File: config.mk
export PLATFORM = sky130hd
export DESIGN_NAME = omdsf_top
export DESIGN_NICKNAME = d
export VERILOG_FILES = /design/src/design/omdsf_pkg.sv /design/src/design/omdsf_top.sv /design/src/design/omdsf_user_mem.sv
export SDC_FILE = /design/constraint.sdc
export NUM_CORES = 2
export LEC_CHECK = 0
export ABC_AREA = 1
export BUFFER_PORTS_ARGS = -buffer_cell sky130_fd_sc_hd__buf_2
export CAP_MARGIN = 20
export CELL_PAD_IN_SITES_DETAIL_PLACEMENT = 0
export CELL_PAD_IN_SITES_GLOBAL_PLACEMENT = 1
export CORE_ASPECT_RATIO = 0.75
export CORE_MARGIN = 10
export CORE_UTILIZATION = 30
export CTS_BUF_LIST = sky130_fd_sc_hd__clkbuf_2 sky130_fd_sc_hd__clkbuf_4 sky130_fd_sc_hd__clkbuf_8
export DETAILED_ROUTE_END_ITERATION = 6
export GPL_TIMING_DRIVEN = 0
export PLACE_DENSITY = 0.56
export REMOVE_ABC_BUFFERS = 1
export SLEW_MARGIN = 20
export SYNTH_ARGS = -nofsm -noshare
export SYNTH_HDL_FRONTEND = slang
export SYNTH_SLANG_ARGS = --single-unit
File: constraint.sdc
create_clock -name MCLK -period 100.2 [get_ports MCLK]
set_input_delay 5.01 -clock MCLK [delete_from_list [all_inputs] [get_ports MCLK]]
set_output_delay 5.01 -clock MCLK [all_outputs]
set_load 0.005 [all_outputs]
File: src/design/omdsf_pkg.sv
// Package with register map, field positions and reset values.
package omdsf_pkg;

    // Register indices; the byte address on APB is four times the index.
    localparam logic [8:0] IDX_THRESH_FIRST = 9'h000;
    localparam logic [8:0] IDX_THRESH_LAST  = 9'h013;
    localparam logic [8:0] IDX_STATUS_CTRL  = 9'h06e;
    localparam logic [8:0] IDX_ALARM_LOW    = 9'h070;
    localparam logic [8:0] IDX_ALARM_RX     = 9'h071;
    localparam logic [8:0] IDX_WARN_LOW     = 9'h074;
    localparam logic [8:0] IDX_WARN_RX      = 9'h075;
    localparam logic [8:0] IDX_LEGACY       = 9'h07f;
    localparam logic [8:0] IDX_USER_FIRST   = 9'h080;
    localparam logic [8:0] IDX_USER_LAST    = 9'h0f7;
    localparam logic [8:0] IDX_IRQ_STATUS   = 9'h100;
    localparam logic [8:0] IDX_IRQ_MASK     = 9'h101;

    // Field positions in the status/control byte.
    localparam int BIT_TX_OFF_STATE = 7;
    localparam int BIT_SOFT_TX_OFF  = 6;
    localparam int BIT_RATE_STATE   = 4;
    localparam int BIT_FAULT_STATE  = 2;
    localparam int BIT_LOSS_STATE   = 1;
    localparam int BIT_NOT_READY    = 0;

    // Flag bit positions of the receive power bytes.
    localparam int BIT_RX_HIGH = 7;
    localparam int BIT_RX_LOW  = 6;

    // Sizes.
    localparam int NUM_QTY      = 5;
    localparam int NUM_THRESH   = 20;
    localparam int USER_DEPTH   = 120;
    localparam int USER_AW      = 7;
    localparam int NUM_EVENTS   = 20;

    // Threshold slot order per quantity.
    localparam int SLOT_HI_ALARM = 0;
    localparam int SLOT_LO_ALARM = 1;
    localparam int SLOT_HI_WARN  = 2;
    localparam int SLOT_LO_WARN  = 3;

    // Reset values.
    localparam logic [15:0] THRESH_RESET = 16'h0000;
    localparam logic [19:0] MASK_RESET   = 20'h0_0000;
    localparam logic [7:0]  USER_RESET   = 8'h00;

endpackage

File: src/design/omdsf_top.sv
// Diagnostic status, control and flag registers behind an APB slave.

// Operation
// RQ1 - Customer bytes 128 to 247 accept and keep every host write.
// RQ2 - Status bit 7 reads the synchronised transmit-off pin level.
// RQ3 - Status bit 6 is a host read/write software transmit-off.
// RQ4 - Transmitter is off when software bit or pin asks for it.
// RQ5 - Status bit 4 reads the bandwidth-select pin level.
// RQ6 - Bandwidth-select pin is ignored; full bandwidth always.
// RQ7 - Status bit 2 reads back the transmitter-fault output.
// RQ8 - Status bit 1 reads back the signal-loss output.
// RQ9 - Status bit 0 reads 1 until monitored values are valid.
// RQ10 - Alarm byte one: temp, supply, bias, transmit power high/low.
// RQ11 - Alarm byte two: receive power high bit 7, low bit 6.
// RQ12 - Warning byte one uses the alarm byte one layout.
// RQ13 - Warning byte two bit 7 flags receive power above high warning.
// RQ14 - Receive power low warning sits at bit 6 of warning byte two.
// RQ15 - Low flags set below low threshold, high flags above high.
// RQ16 - Status bits 5 and 3 read zero and ignore writes.
// RQ17 - Temperature compares as signed 16-bit values.
// RQ18 - Legacy byte 127 takes writes without error and does nothing.
module omdsf_top #(
    parameter int NUM_THRESH = omdsf_pkg::NUM_THRESH,
    parameter int USER_DEPTH = omdsf_pkg::USER_DEPTH
) (
    // Clock and reset.
    input  wire logic        MCLK,
    input  wire logic        RST,
    // APB slave.
    input  wire logic        PSEL,
    input  wire logic        PENABLE,
    input  wire logic        PWRITE,
    input  wire logic [11:0] PADDR,
    input  wire logic [31:0] PWDATA,
    output logic      [31:0] PRDATA,
    output logic             PREADY,
    output logic             PSLVERR,
    // Module pins from the host side.
    input  wire logic        TX_OFF_PIN,
    input  wire logic        RATE_SEL_PIN,
    // Conditions from the optics.
    input  wire logic        LASER_FAULT_IN,
    input  wire logic        RX_SIGNAL_LOST_IN,
    // Monitored values from the sensing logic, same clock.
    input  wire logic        VALUES_READY,
    input  wire logic [15:0] TEMP_VALUE,
    input  wire logic [15:0] SUPPLY_VALUE,
    input  wire logic [15:0] BIAS_VALUE,
    input  wire logic [15:0] TX_POWER_VALUE,
    input  wire logic [15:0] RX_POWER_VALUE,
    // Controls and module outputs.
    output logic             TX_OFF,
    output logic             FULL_BW,
    output logic             TX_FAULT,
    output logic             SIGNAL_LOSS,
    output logic             IRQ
);

    // Pin synchronisers, two stages each.
    logic [3:0] pin_meta;
    logic [3:0] pin_sync;
    wire logic  tx_off_pin_s = pin_sync[3];
    wire logic  rate_sel_s   = pin_sync[2];
    wire logic  fault_s      = pin_sync[1];
    wire logic  loss_s       = pin_sync[0];

    // Register state.
    logic [15:0] thresh [NUM_THRESH];
    logic        soft_tx_off;
    logic [7:0]  alarm_low;
    logic [7:0]  alarm_rx;
    logic [7:0]  warn_low;
    logic [7:0]  warn_rx;
    logic [19:0] flags_prev;
    logic [19:0] irq_status;
    logic [19:0] irq_mask;

    // Bus decode.
    logic        addr_ok;
    logic [8:0]  idx;
    logic        access;
    logic        wr_fire;
    logic        is_thresh;
    logic        is_user;
    logic        known;
    logic [6:0]  user_addr;
    logic [7:0]  user_rdata;
    logic [31:0] next_rdata;
    logic [7:0]  status_byte;

    // Comparison results.
    logic [15:0] qty [omdsf_pkg::NUM_QTY];
    logic [omdsf_pkg::NUM_QTY-1:0] hi_alarm;
    logic [omdsf_pkg::NUM_QTY-1:0] lo_alarm;
    logic [omdsf_pkg::NUM_QTY-1:0] hi_warn;
    logic [omdsf_pkg::NUM_QTY-1:0] lo_warn;
    logic [7:0]  next_alarm_low;
    logic [7:0]  next_alarm_rx;
    logic [7:0]  next_warn_low;
    logic [7:0]  next_warn_rx;
    logic [19:0] flags_now;
    logic [19:0] events;

    // Pins from outside the clock domain pass two flip-flops.
    always_ff @(posedge MCLK or posedge RST) begin
        if (RST) begin
            pin_meta <= 4'h0;
            pin_sync <= 4'h0;
        end else begin
            pin_meta <= {TX_OFF_PIN, RATE_SEL_PIN,
                         LASER_FAULT_IN, RX_SIGNAL_LOST_IN};
            pin_sync <= pin_meta;
        end
    end

    // Address decode: word aligned, index in bits 10 to 2.
    assign addr_ok   = (PADDR[1:0] == 2'b00) && !PADDR[11];
    assign idx       = PADDR[10:2];
    assign access    = PSEL && PENABLE;
    assign wr_fire   = access && PREADY && PWRITE;
    assign is_thresh = addr_ok && (idx <= omdsf_pkg::IDX_THRESH_LAST);
    assign is_user   = addr_ok && (idx >= omdsf_pkg::IDX_USER_FIRST)
                       && (idx <= omdsf_pkg::IDX_USER_LAST);
    assign user_addr = 7'(idx - omdsf_pkg::IDX_USER_FIRST);

    // Valid addresses; anything else answers with an error.
    always_comb begin
        known = is_thresh || is_user;
        if (addr_ok) begin
            unique case (idx)
                omdsf_pkg::IDX_STATUS_CTRL,
                omdsf_pkg::IDX_ALARM_LOW,
                omdsf_pkg::IDX_ALARM_RX,
                omdsf_pkg::IDX_WARN_LOW,
                omdsf_pkg::IDX_WARN_RX,
                omdsf_pkg::IDX_LEGACY, // RQ18
                omdsf_pkg::IDX_IRQ_STATUS,
                omdsf_pkg::IDX_IRQ_MASK: known = 1'b1;
                default: ;
            endcase
        end
    end

    // One wait state: ready rises in the second access cycle.
    always_ff @(posedge MCLK or posedge RST) begin
        if (RST) begin
            PREADY <= 1'b0;
        end else begin
            PREADY <= access && !PREADY;
        end
    end

    // Read data and error are captured as ready rises.
    always_ff @(posedge MCLK or posedge RST) begin
        if (RST) begin
            PRDATA  <= 32'h0000_0000;
            PSLVERR <= 1'b0;
        end else begin
            PRDATA  <= (access && !PREADY && !PWRITE) ? next_rdata
                       : 32'h0000_0000;
            PSLVERR <= access && !PREADY && !known;
        end
    end

    // Status/control byte; reserved bits 5 and 3 are constant zero.
    always_comb begin
        status_byte = 8'h00; // RQ16
        status_byte[omdsf_pkg::BIT_TX_OFF_STATE] = tx_off_pin_s; // RQ2
        status_byte[omdsf_pkg::BIT_SOFT_TX_OFF]  = soft_tx_off; // RQ3
        status_byte[omdsf_pkg::BIT_RATE_STATE]   = rate_sel_s; // RQ5
        status_byte[omdsf_pkg::BIT_FAULT_STATE]  = TX_FAULT; // RQ7
        status_byte[omdsf_pkg::BIT_LOSS_STATE]   = SIGNAL_LOSS; // RQ8
        status_byte[omdsf_pkg::BIT_NOT_READY]    = !VALUES_READY; // RQ9
    end

    // Read multiplexer, narrow data in the low bits.
    always_comb begin
        next_rdata = 32'h0000_0000;
        if (is_thresh) begin
            next_rdata = {16'h0000, thresh[idx[4:0]]};
        end else if (is_user) begin
            next_rdata = {24'h00_0000, user_rdata}; // RQ1
        end else if (addr_ok) begin
            unique case (idx)
                omdsf_pkg::IDX_STATUS_CTRL:
                    next_rdata = {24'h00_0000, status_byte};
                omdsf_pkg::IDX_ALARM_LOW:
                    next_rdata = {24'h00_0000, alarm_low}; // RQ10
                omdsf_pkg::IDX_ALARM_RX:
                    next_rdata = {24'h00_0000, alarm_rx}; // RQ11
                omdsf_pkg::IDX_WARN_LOW:
                    next_rdata = {24'h00_0000, warn_low}; // RQ12
                omdsf_pkg::IDX_WARN_RX:
                    next_rdata = {24'h00_0000, warn_rx}; // RQ13
                omdsf_pkg::IDX_IRQ_STATUS:
                    next_rdata = {12'h000, irq_status};
                omdsf_pkg::IDX_IRQ_MASK:
                    next_rdata = {12'h000, irq_mask};
                default: next_rdata = 32'h0000_0000;
            endcase
        end
    end

    // Threshold words written by the host.
    always_ff @(posedge MCLK or posedge RST) begin
        if (RST) begin
            for (int i = 0; i < NUM_THRESH; i++) begin
                thresh[i] <= omdsf_pkg::THRESH_RESET;
            end
        end else if (wr_fire && is_thresh) begin
            thresh[idx[4:0]] <= PWDATA[15:0];
        end
    end

    // Software transmit-off; other bits of the byte ignore writes.
    always_ff @(posedge MCLK or posedge RST) begin
        if (RST) begin
            soft_tx_off <= 1'b0;
        end else if (wr_fire && addr_ok
                     && (idx == omdsf_pkg::IDX_STATUS_CTRL)) begin
            soft_tx_off <= PWDATA[omdsf_pkg::BIT_SOFT_TX_OFF]; // RQ3
        end
    end

    // Customer-writable bytes.
    omdsf_user_mem #(
        .DEPTH (USER_DEPTH),
        .AW    (omdsf_pkg::USER_AW),
        .INIT  (omdsf_pkg::USER_RESET)
    ) u_user_mem (
        .clk     (MCLK),
        .rst     (RST),
        .wr_en   (wr_fire && is_user), // RQ1
        .wr_addr (user_addr),
        .wr_data (PWDATA[7:0]),
        .rd_addr (user_addr),
        .rd_data (user_rdata)
    );

    // Module outputs driven from flip-flops.
    always_ff @(posedge MCLK or posedge RST) begin
        if (RST) begin
            TX_OFF      <= 1'b1;
            FULL_BW     <= 1'b1;
            TX_FAULT    <= 1'b0;
            SIGNAL_LOSS <= 1'b0;
        end else begin
            TX_OFF      <= soft_tx_off || tx_off_pin_s; // RQ4
            FULL_BW     <= 1'b1; // RQ6
            TX_FAULT    <= fault_s;
            SIGNAL_LOSS <= loss_s;
        end
    end

    // Quantities in slot order: temp, supply, bias, tx and rx power.
    assign qty[0] = TEMP_VALUE;
    assign qty[1] = SUPPLY_VALUE;
    assign qty[2] = BIAS_VALUE;
    assign qty[3] = TX_POWER_VALUE;
    assign qty[4] = RX_POWER_VALUE;

    // One comparator set per quantity; temperature is signed.
    for (genvar q = 0; q < omdsf_pkg::NUM_QTY; q++) begin : g_cmp
        localparam int B = 4 * q;
        logic signed [16:0] v;
        logic signed [16:0] th_ha;
        logic signed [16:0] th_la;
        logic signed [16:0] th_hw;
        logic signed [16:0] th_lw;
        // Extend to 17 bits, sign or zero by quantity.
        localparam bit sx = (q == 0); // RQ17
        assign v     = {sx & qty[q][15], qty[q]};
        assign th_ha = {sx & thresh[B + omdsf_pkg::SLOT_HI_ALARM][15],
                        thresh[B + omdsf_pkg::SLOT_HI_ALARM]};
        assign th_la = {sx & thresh[B + omdsf_pkg::SLOT_LO_ALARM][15],
                        thresh[B + omdsf_pkg::SLOT_LO_ALARM]};
        assign th_hw = {sx & thresh[B + omdsf_pkg::SLOT_HI_WARN][15],
                        thresh[B + omdsf_pkg::SLOT_HI_WARN]};
        assign th_lw = {sx & thresh[B + omdsf_pkg::SLOT_LO_WARN][15],
                        thresh[B + omdsf_pkg::SLOT_LO_WARN]};
        // High flags above the high limit, low flags below the low one.
        assign hi_alarm[q] = v > th_ha; // RQ15
        assign lo_alarm[q] = v < th_la; // RQ15
        assign hi_warn[q]  = v > th_hw; // RQ15
        assign lo_warn[q]  = v < th_lw; // RQ15
    end

    // Flag bytes assembled from comparisons; held at zero until values ready.
    always_comb begin
        next_alarm_low = 8'h00;
        next_warn_low  = 8'h00;
        next_alarm_rx  = 8'h00;
        next_warn_rx   = 8'h00;
        if (VALUES_READY) begin
            for (int q = 0; q < 4; q++) begin
                next_alarm_low[7 - 2*q] = hi_alarm[q]; // RQ10
                next_alarm_low[6 - 2*q] = lo_alarm[q]; // RQ10
                next_warn_low[7 - 2*q]  = hi_warn[q]; // RQ12
                next_warn_low[6 - 2*q]  = lo_warn[q]; // RQ12
            end
            next_alarm_rx[omdsf_pkg::BIT_RX_HIGH] = hi_alarm[4]; // RQ11
            next_alarm_rx[omdsf_pkg::BIT_RX_LOW]  = lo_alarm[4]; // RQ11
            next_warn_rx[omdsf_pkg::BIT_RX_HIGH]  = hi_warn[4]; // RQ13
            next_warn_rx[omdsf_pkg::BIT_RX_LOW]   = lo_warn[4]; // RQ14
        end
    end

    // Flag registers track the comparisons every clock.
    always_ff @(posedge MCLK or posedge RST) begin
        if (RST) begin
            alarm_low <= 8'h00;
            alarm_rx  <= 8'h00;
            warn_low  <= 8'h00;
            warn_rx   <= 8'h00;
        end else begin
            alarm_low <= next_alarm_low;
            alarm_rx  <= next_alarm_rx;
            warn_low  <= next_warn_low;
            warn_rx   <= next_warn_rx;
        end
    end

    // Event vector: a flag that rises raises its status bit.
    assign flags_now = {warn_rx[7:6], warn_low, alarm_rx[7:6], alarm_low};
    assign events    = flags_now & ~flags_prev;

    // Previous flags for edge detection.
    always_ff @(posedge MCLK or posedge RST) begin
        if (RST) begin
            flags_prev <= 20'h0_0000;
        end else begin
            flags_prev <= flags_now;
        end
    end

    // Sticky status, write one to clear; a new event wins over a clear.
    always_ff @(posedge MCLK or posedge RST) begin
        if (RST) begin
            irq_status <= 20'h0_0000;
        end else if (wr_fire && addr_ok
                     && (idx == omdsf_pkg::IDX_IRQ_STATUS)) begin
            irq_status <= (irq_status & ~PWDATA[19:0]) | events;
        end else begin
            irq_status <= irq_status | events;
        end
    end

    // Interrupt mask, one enables the matching status bit.
    always_ff @(posedge MCLK or posedge RST) begin
        if (RST) begin
            irq_mask <= omdsf_pkg::MASK_RESET;
        end else if (wr_fire && addr_ok
                     && (idx == omdsf_pkg::IDX_IRQ_MASK)) begin
            irq_mask <= PWDATA[19:0];
        end
    end

    // Level interrupt while any unmasked status bit is set.
    always_ff @(posedge MCLK or posedge RST) begin
        if (RST) begin
            IRQ <= 1'b0;
        end else begin
            IRQ <= |(irq_status & irq_mask);
        end
    end

endmodule

File: src/design/omdsf_user_mem.sv
// Small byte memory for the customer-writable range, registered read.
module omdsf_user_mem #(
    parameter int          DEPTH = 120,
    parameter int          AW    = 7,
    parameter logic [7:0]  INIT  = 8'h00
) (
    // Clock and reset.
    input  wire logic          clk,
    input  wire logic          rst,
    // Write port.
    input  wire logic          wr_en,
    input  wire logic [AW-1:0] wr_addr,
    input  wire logic [7:0]    wr_data,
    // Read port.
    input  wire logic [AW-1:0] rd_addr,
    output logic      [7:0]    rd_data
);

    logic [7:0] mem [DEPTH];

    // Storage cleared at reset so every byte reads a defined value.
    always_ff @(posedge clk or posedge rst) begin
        if (rst) begin
            for (int i = 0; i < DEPTH; i++) begin
                mem[i] <= INIT;
            end
        end else if (wr_en && (int'(wr_addr) < DEPTH)) begin
            mem[wr_addr] <= wr_data;
        end
    end

    // Read data comes out of a register one clock after the address.
    always_ff @(posedge clk or posedge rst) begin
        if (rst) begin
            rd_data <= INIT;
        end else if (int'(rd_addr) < DEPTH) begin
            rd_data <= mem[rd_addr];
        end else begin
            rd_data <= INIT;
        end
    end

endmodule

# Word-level counts from Yosys, hierarchy flattened
# Index checks and enable logic that the tools add are counted.
# classes
add_sub_neg	1
order_cmp	28
n_eq_ne	8
muxes	25
n_bitwise	9
n_reduce_logical	29
# op_table
operator	n
$bwmux W960	1
$bwmux W320	1
$gt A16 B16 Y1	10
$lt A16 B16 Y1	10
$pmux W20 S7	1
$mux W32	4
$bmux W16 S5	1
$demux W16 S5	1
$and A20 B20 Y20	3
$bmux W8 S7	1
$demux W8 S7	1
$eq A9 B7 Y1 const B	6
$mux W16	3
$mux W8	6
$not A20 Y20	2
$or A20 B20 Y20	2
$mux W20	1
$reduce_or A20 Y1	1
$logic_and A1 B1 Y1	19
$eq A9 B9 Y1 const B	2
$ge A9 B8 Y1 const B	1
$le A9 B5 Y1 const B	1
$le A9 B8 Y1 const B	1
$ge A8 B8 Y1 const B	1
other kinds (13)	20
# totals
ff_bits	1415
inputBits	134
output_inout_bits	39
word_cells	258

# Depth between registers and ports, before layout
# depth
word_depth	9
mapped_depth	14
ltp_nobuf	13

# Hierarchy
# A second synthesis with hierarchy kept.
# hier_totals
hier_cells	9146
hier_area_um2	72688.5
# modules_own_cells
mod	n_inst	cells_per_inst	area_each_um2	seq_area_each_um2
omdsf_user_mem	1	5641	45317.2	24223.2
omdsf_top	1	3505	27371.3	10886.7

# Worst setup path before layout
# No wires, ideal clock.
# synth_path
path_kind	input -> register
start	input PADDR[1]
end	register u_user_mem.mem[174] (netlist name)
setup_time_ps	121
arrival_time_ps	6503
required_ps	100079
slack_ps	93576
cell_stages	12
n_path_buf	4
path_cell_list	nor2_1 nand2_2 nor3_4 o21ai_4 nor2_4 buf_6 nand3_4 buf_6 buf_8 buf_6 o21ai_1 nand2_1
# synth_via
elab_chain_cells	6
# synth_lines
element	line_no	rtl
start: declaration	omdsf_top.sv:33	input wire logic [11:0] PADDR,
$logic_not A2 Y1	omdsf_top.sv:117	assign addr_ok = (PADDR[1:0] == 2'b00) && !PADDR[11];
$logic_and A1 B1 Y1	omdsf_top.sv:117	
$logic_and A1 B1 Y1	omdsf_top.sv:122	assign is_user = addr_ok && (idx >= omdsf_pkg::IDX_USER_FIRST)
$logic_and A1 B1 Y1	omdsf_top.sv:123	&& (idx <= omdsf_pkg::IDX_USER_LAST);
$logic_and A1 B1 Y1	omdsf_top.sv:233	.wr_en (wr_fire && is_user),
$logic_and A1 B1 Y1	omdsf_user_mem.sv:27	end else if (wr_en && (int'(wr_addr) < DEPTH)) begin
end signal: indexed assignment	omdsf_user_mem.sv:28	mem[wr_addr] <= wr_data;
end: declaration	omdsf_user_mem.sv:19	logic [7:0] mem [DEPTH];
# Every way passes these cells.
# A chain may end at the register's enable or synchronous reset.

# Final worst setup path
# layout_path
start	input PADDR[3]
end	register u_user_mem.mem[631] (netlist name)
# layout_via
elab_chain_cells	7
word_cells_on_any_way	15
cone_classes	add/sub (1); order compare (5); mux (3); bitwise (1); reduce/logical (5)
# layout_lines
element	line_no	rtl
$sub A7 B1 Y7	omdsf_top.sv:124	assign user_addr = 7'(idx - omdsf_pkg::IDX_USER_FIRST);
$not A7 Y8 (not written as such)	omdsf_user_mem.sv:28	
$ge A8 B8 Y1 (not written as such) / $lt A8 B1 Y1 (equally long branches)	omdsf_user_mem.sv:28	
$logic_and A1 B1 Y1 (not written as such)	omdsf_user_mem.sv:28	
$mux W8 (not written as such)	omdsf_user_mem.sv:28	
$demux W8 S7	omdsf_user_mem.sv:28	
$bwmux W960	omdsf_user_mem.sv:28	
# Several ways; a longest one is shown, not always the timed one.

==> insert_results.sql <==
INSERT INTO impl_metrics (metric_group, metric, value, unit) VALUES
('floorplanning', 'initial_utilization', '30.3', '%'),
('critical_path', 'cp_num_buf_inv', '7', ''),
('final_layout', 'areaGrowthSynthToFinish', '13.5', '%'),
('critical_path', 'critPathMostFrequentCell', 'sky130_fd_sc_hd__buf_16', ''),
('timing', 'final_min_period_over_clock_period', '9.24', '%'),
('critical_path', 'type_of_element_launching_the_critical_path', 'input pin', ''),
('critical_path', 'critical-path-max-stage-delay', '0.80', 'ns'),
('critical_path', 'critPathArrivalTime', '10.09', 'ns'),
('clocking', 'cts.root.buffer_cell', 'sky130_fd_sc_hd__clkbuf_8', ''),
('timing', 'grt_setup_unrepaired', 'false', ''),
('final_layout', 'count_of_placed_standard_cells_in_the_final_layout_fillers_left_out', '12500', ''),
('drt', 'drt-total-wl', '275000', 'µm'),
('drt', 'ant_nets', '0', ''),
('final_layout', 'post_route_cells_drive_above_1_share', '8.64', '%'),
('synthesis', 'synthDistinctLibCells', '53', ''),
('drt', 'drt_iter0_drc', '5371', ''),
('timing', 'fin_crit', '9.26', 'ns'),
('clocking', 'cts_made_buffers', '248', ''),
('global_routing', 'grt_pass1_wl', '410000', 'µm'),
('place', 'gp_routability_congestion', '0.828', ''),
('critical_path', 'cp_top_family', 'simple AND/OR/NAND/NOR gates', ''),
('clocking', 'clk_latency', '1.00', 'ns'),
('place', 'post-place-ws', '89.93', 'ns'),
('timing', 'timing_worst_slew_pin_value', '1.13', 'ns'),
('drt', 'remaining_drc_errors', '0', ''),
('global_routing', 'grt_usage', '20.7', '%'),
('synthesis', 'edff_count_synth', '0', ''),
('clocking', 'clockBufferDepth', '4', ''),
('timing', 'timing.final.hold_violations', '0', ''),
('clocking', 'tritoncts', 'yes', ''),
('global_routing', 'residual_overflow_from_global_routing', '0', ''),
('synthesis', 'synthesized_area_per_cell', '7.71', 'µm²'),
('floorplanning', 'die_area', '258000', 'µm²'),
('floorplanning', 'die_y', '442', 'µm'),
('status', 'outcome', 'complete, no violations', ''),
('floorplanning', 'floorplan.io_pins', '173', ''),
('synthesis', 'share_of_the_synthesized_area_in_compound_gates_ao_oa_aoi_oai', '14.9', '%'),
('timing', 'finalMaxSlewViolations', '0', ''),
('synthesis', 'synth_top_family_by_area', 'simple AND/OR/NAND/NOR gates', ''),
('final_layout', 'final_cell_mix', 'sky130_fd_sc_hd__nand2_1, sky130_fd_sc_hd__o21ai_0, sky130_fd_sc_hd__dfrtp_1, sky130_fd_sc_hd__inv_1, sky130_fd_sc_hd__ha_1', ''),
('global_routing', 'grt_start_max_net_pins', '106', ''),
('synthesis', 'synth_simple_gate_area_share', '24.0', '%'),
('final_layout', 'layout.cells.most_common', 'sky130_fd_sc_hd__nand2_1', ''),
('hold_path', 'hold_path_class', 'reg -> reg', ''),
('drt', 'drtPass1Iterations', '6', ''),
('clocking', 'post_cts_buffers', '0', ''),
('synthesis', 'postSynth.asyncResetShare', '100', '%'),
('place', 'dp.final_hpwl', '181000', 'µm'),
('synthesis', 'synth_xor_area_share', '0', '%'),
('drt', 'via_per_inst', '4.98', ''),
('timing', 'holdWs', '0.344', 'ns'),
('critical_path', 'cp_class', 'in -> reg', ''),
('global_routing', 'grt_pass1_vias', '59900', ''),
('synthesis', 'synthTopCellsByArea', 'sky130_fd_sc_hd__dfrtp_1, sky130_fd_sc_hd__nand2_1, sky130_fd_sc_hd__o21ai_0', ''),
('clocking', 'cts_sinks', '1403', ''),
('power', 'total_leakage_power', '0.0385', 'µW'),
('floorplanning', 'core-area', '236000', 'µm²'),
('clocking', 'ctsResizeCount', '0', ''),
('synthesis', 'dominant_register_cell_in_the_synthesized_netlist', 'sky130_fd_sc_hd__dfrtp_1', ''),
('place', 'port_bufs', '147', ''),
('synthesis', 'ys_warn_count', '0', ''),
('final_layout', 'fin_nets', '9597', ''),
('floorplanning', 'chipWidth', '583', 'µm'),
('synthesis', 'post-synth-top-area-fraction', '49.2', '%'),
('synthesis', 'multiplexer_area_fraction_after_synthesis', '0', '%'),
('critical_path', 'required', '101.03', 'ns'),
('drt', 'wl_per_cell', '22.0', 'µm'),
('synthesis', 'yosysSeqAreaShare', '49.2', '%'),
('timing', 'fin_tns_setup', '0', 'ns'),
('clocking', 'htree_levels', '4', ''),
('synthesis', 'ys_seq_elements', '1403', '');
==> cells by family after synthesis <==
family	count (synthesis)
and+or+nand+nor	4326
DFF	1403
adders and majority gates	310
other	2
buffers and inverters	1164
AOI/OAI and AO/OA	2053
==> synthesized netlist by cell type (31+ instances only) <==
cell type and instances:
sky130_fd_sc_hd__nand2_1 3762, sky130_fd_sc_hd__o21ai_0 1511, sky130_fd_sc_hd__dfrtp_1 1402, sky130_fd_sc_hd__inv_1 556, sky130_fd_sc_hd__clkbuf_1 447, sky130_fd_sc_hd__ha_1 310
sky130_fd_sc_hd__a21oi_1 275, sky130_fd_sc_hd__nor2_1 219, sky130_fd_sc_hd__nand3_1 148, sky130_fd_sc_hd__o22ai_1 105, sky130_fd_sc_hd__o21ai_1 100, sky130_fd_sc_hd__nand4_1 84
sky130_fd_sc_hd__buf_2 78, sky130_fd_sc_hd__buf_1 35, sky130_fd_sc_hd__nor2_2 31
==> per-stage QoR <==
step           power [µW]  area (µm²)  utilization [%]
3_5_place_dp          677       75800             32.1
6_report             1240       81000             34.3
3_3_place_gp          671       73600             31.2
2_1_floorplan         621       68900                -
4_1_cts              1260       81000             34.3
5_1_grt              1290       81000             34.3
==> power by group <==
group          leakage (µW)  switching [µW]  total [µW]  internal [µW]
registers            0.0190            1.02         569            568
clock network       0.00279             259         578            319
logic                0.0168            75.8        97.1           21.4
total                0.0385             336        1240            909
==> sequential cells by signal, summed over array words and instances (netlist names), 20 cells and up <==
register        flops
u_user_mem.mem    960
PRDATA             20
flags_prev         20
g_cmp.th_ha        80
g_cmp.th_lw        80
g_cmp.th_la        80
g_cmp.th_hw        80
irq_status         20
irq_mask           20
==> path summary, 6_finish.rpt <==
| kind | from | end | slack [ns] | cells past startpoint |
|---|---|---|---|---|
| worst min register to register | pin_meta[2] | pin_sync[2] | 0.34 | 0 |
| worst min-delay path | pin_meta[2] | pin_sync[2] | 0.34 | 0 |
| worst max register to register | PREADY | u_user_mem.mem[880] | 96.50 | 9 |
| max in group asynchronous | RST | u_user_mem.mem[83] | 93.22 | 8 |
| worst max-delay path | PADDR[3] | u_user_mem.mem[631] | 90.94 | 12 |
| min in group asynchronous | RST | u_user_mem.mem[574] | 4.10 | 2 |
==> layout make-up <==
cell class | instances | area [µm²]
Clock inverter | 26 | 254
Fill cell | 25000 | 155000
Tap cell | 3120 | 3900
Clock buffer | 404 | 4950
Sequential cell | 1403 | 35100
Inverter | 574 | 2240
Multi-Input combinational cell | 6702 | 31800
Antenna cell | 10 | 25.0
Timing Repair Buffer | 224 | 2680
==> routing by layer <==
| layer | wire length [µm] | vias up | global-route usage, % |
|---|---|---|---|
| met4 | 5050 | 4 | 4.08 |
| met2 | 111000 | 1629 | 29.3 |
| met3 | 15600 | 362 | 3.35 |
| met5 | 26 | - | 0 |
| met1 | 143000 | 30400 | 32.8 |
| li1 | - | 29700 | - |
==> worst register-to-register path: cells and delay by family (launching register included) <==
family	cells	cell delay, ns
flops	1	0.36
compound gates	1	0.40
simple gates	5	2.16
buf+inv	3	0.66
(Power assumes the default switching activity.)
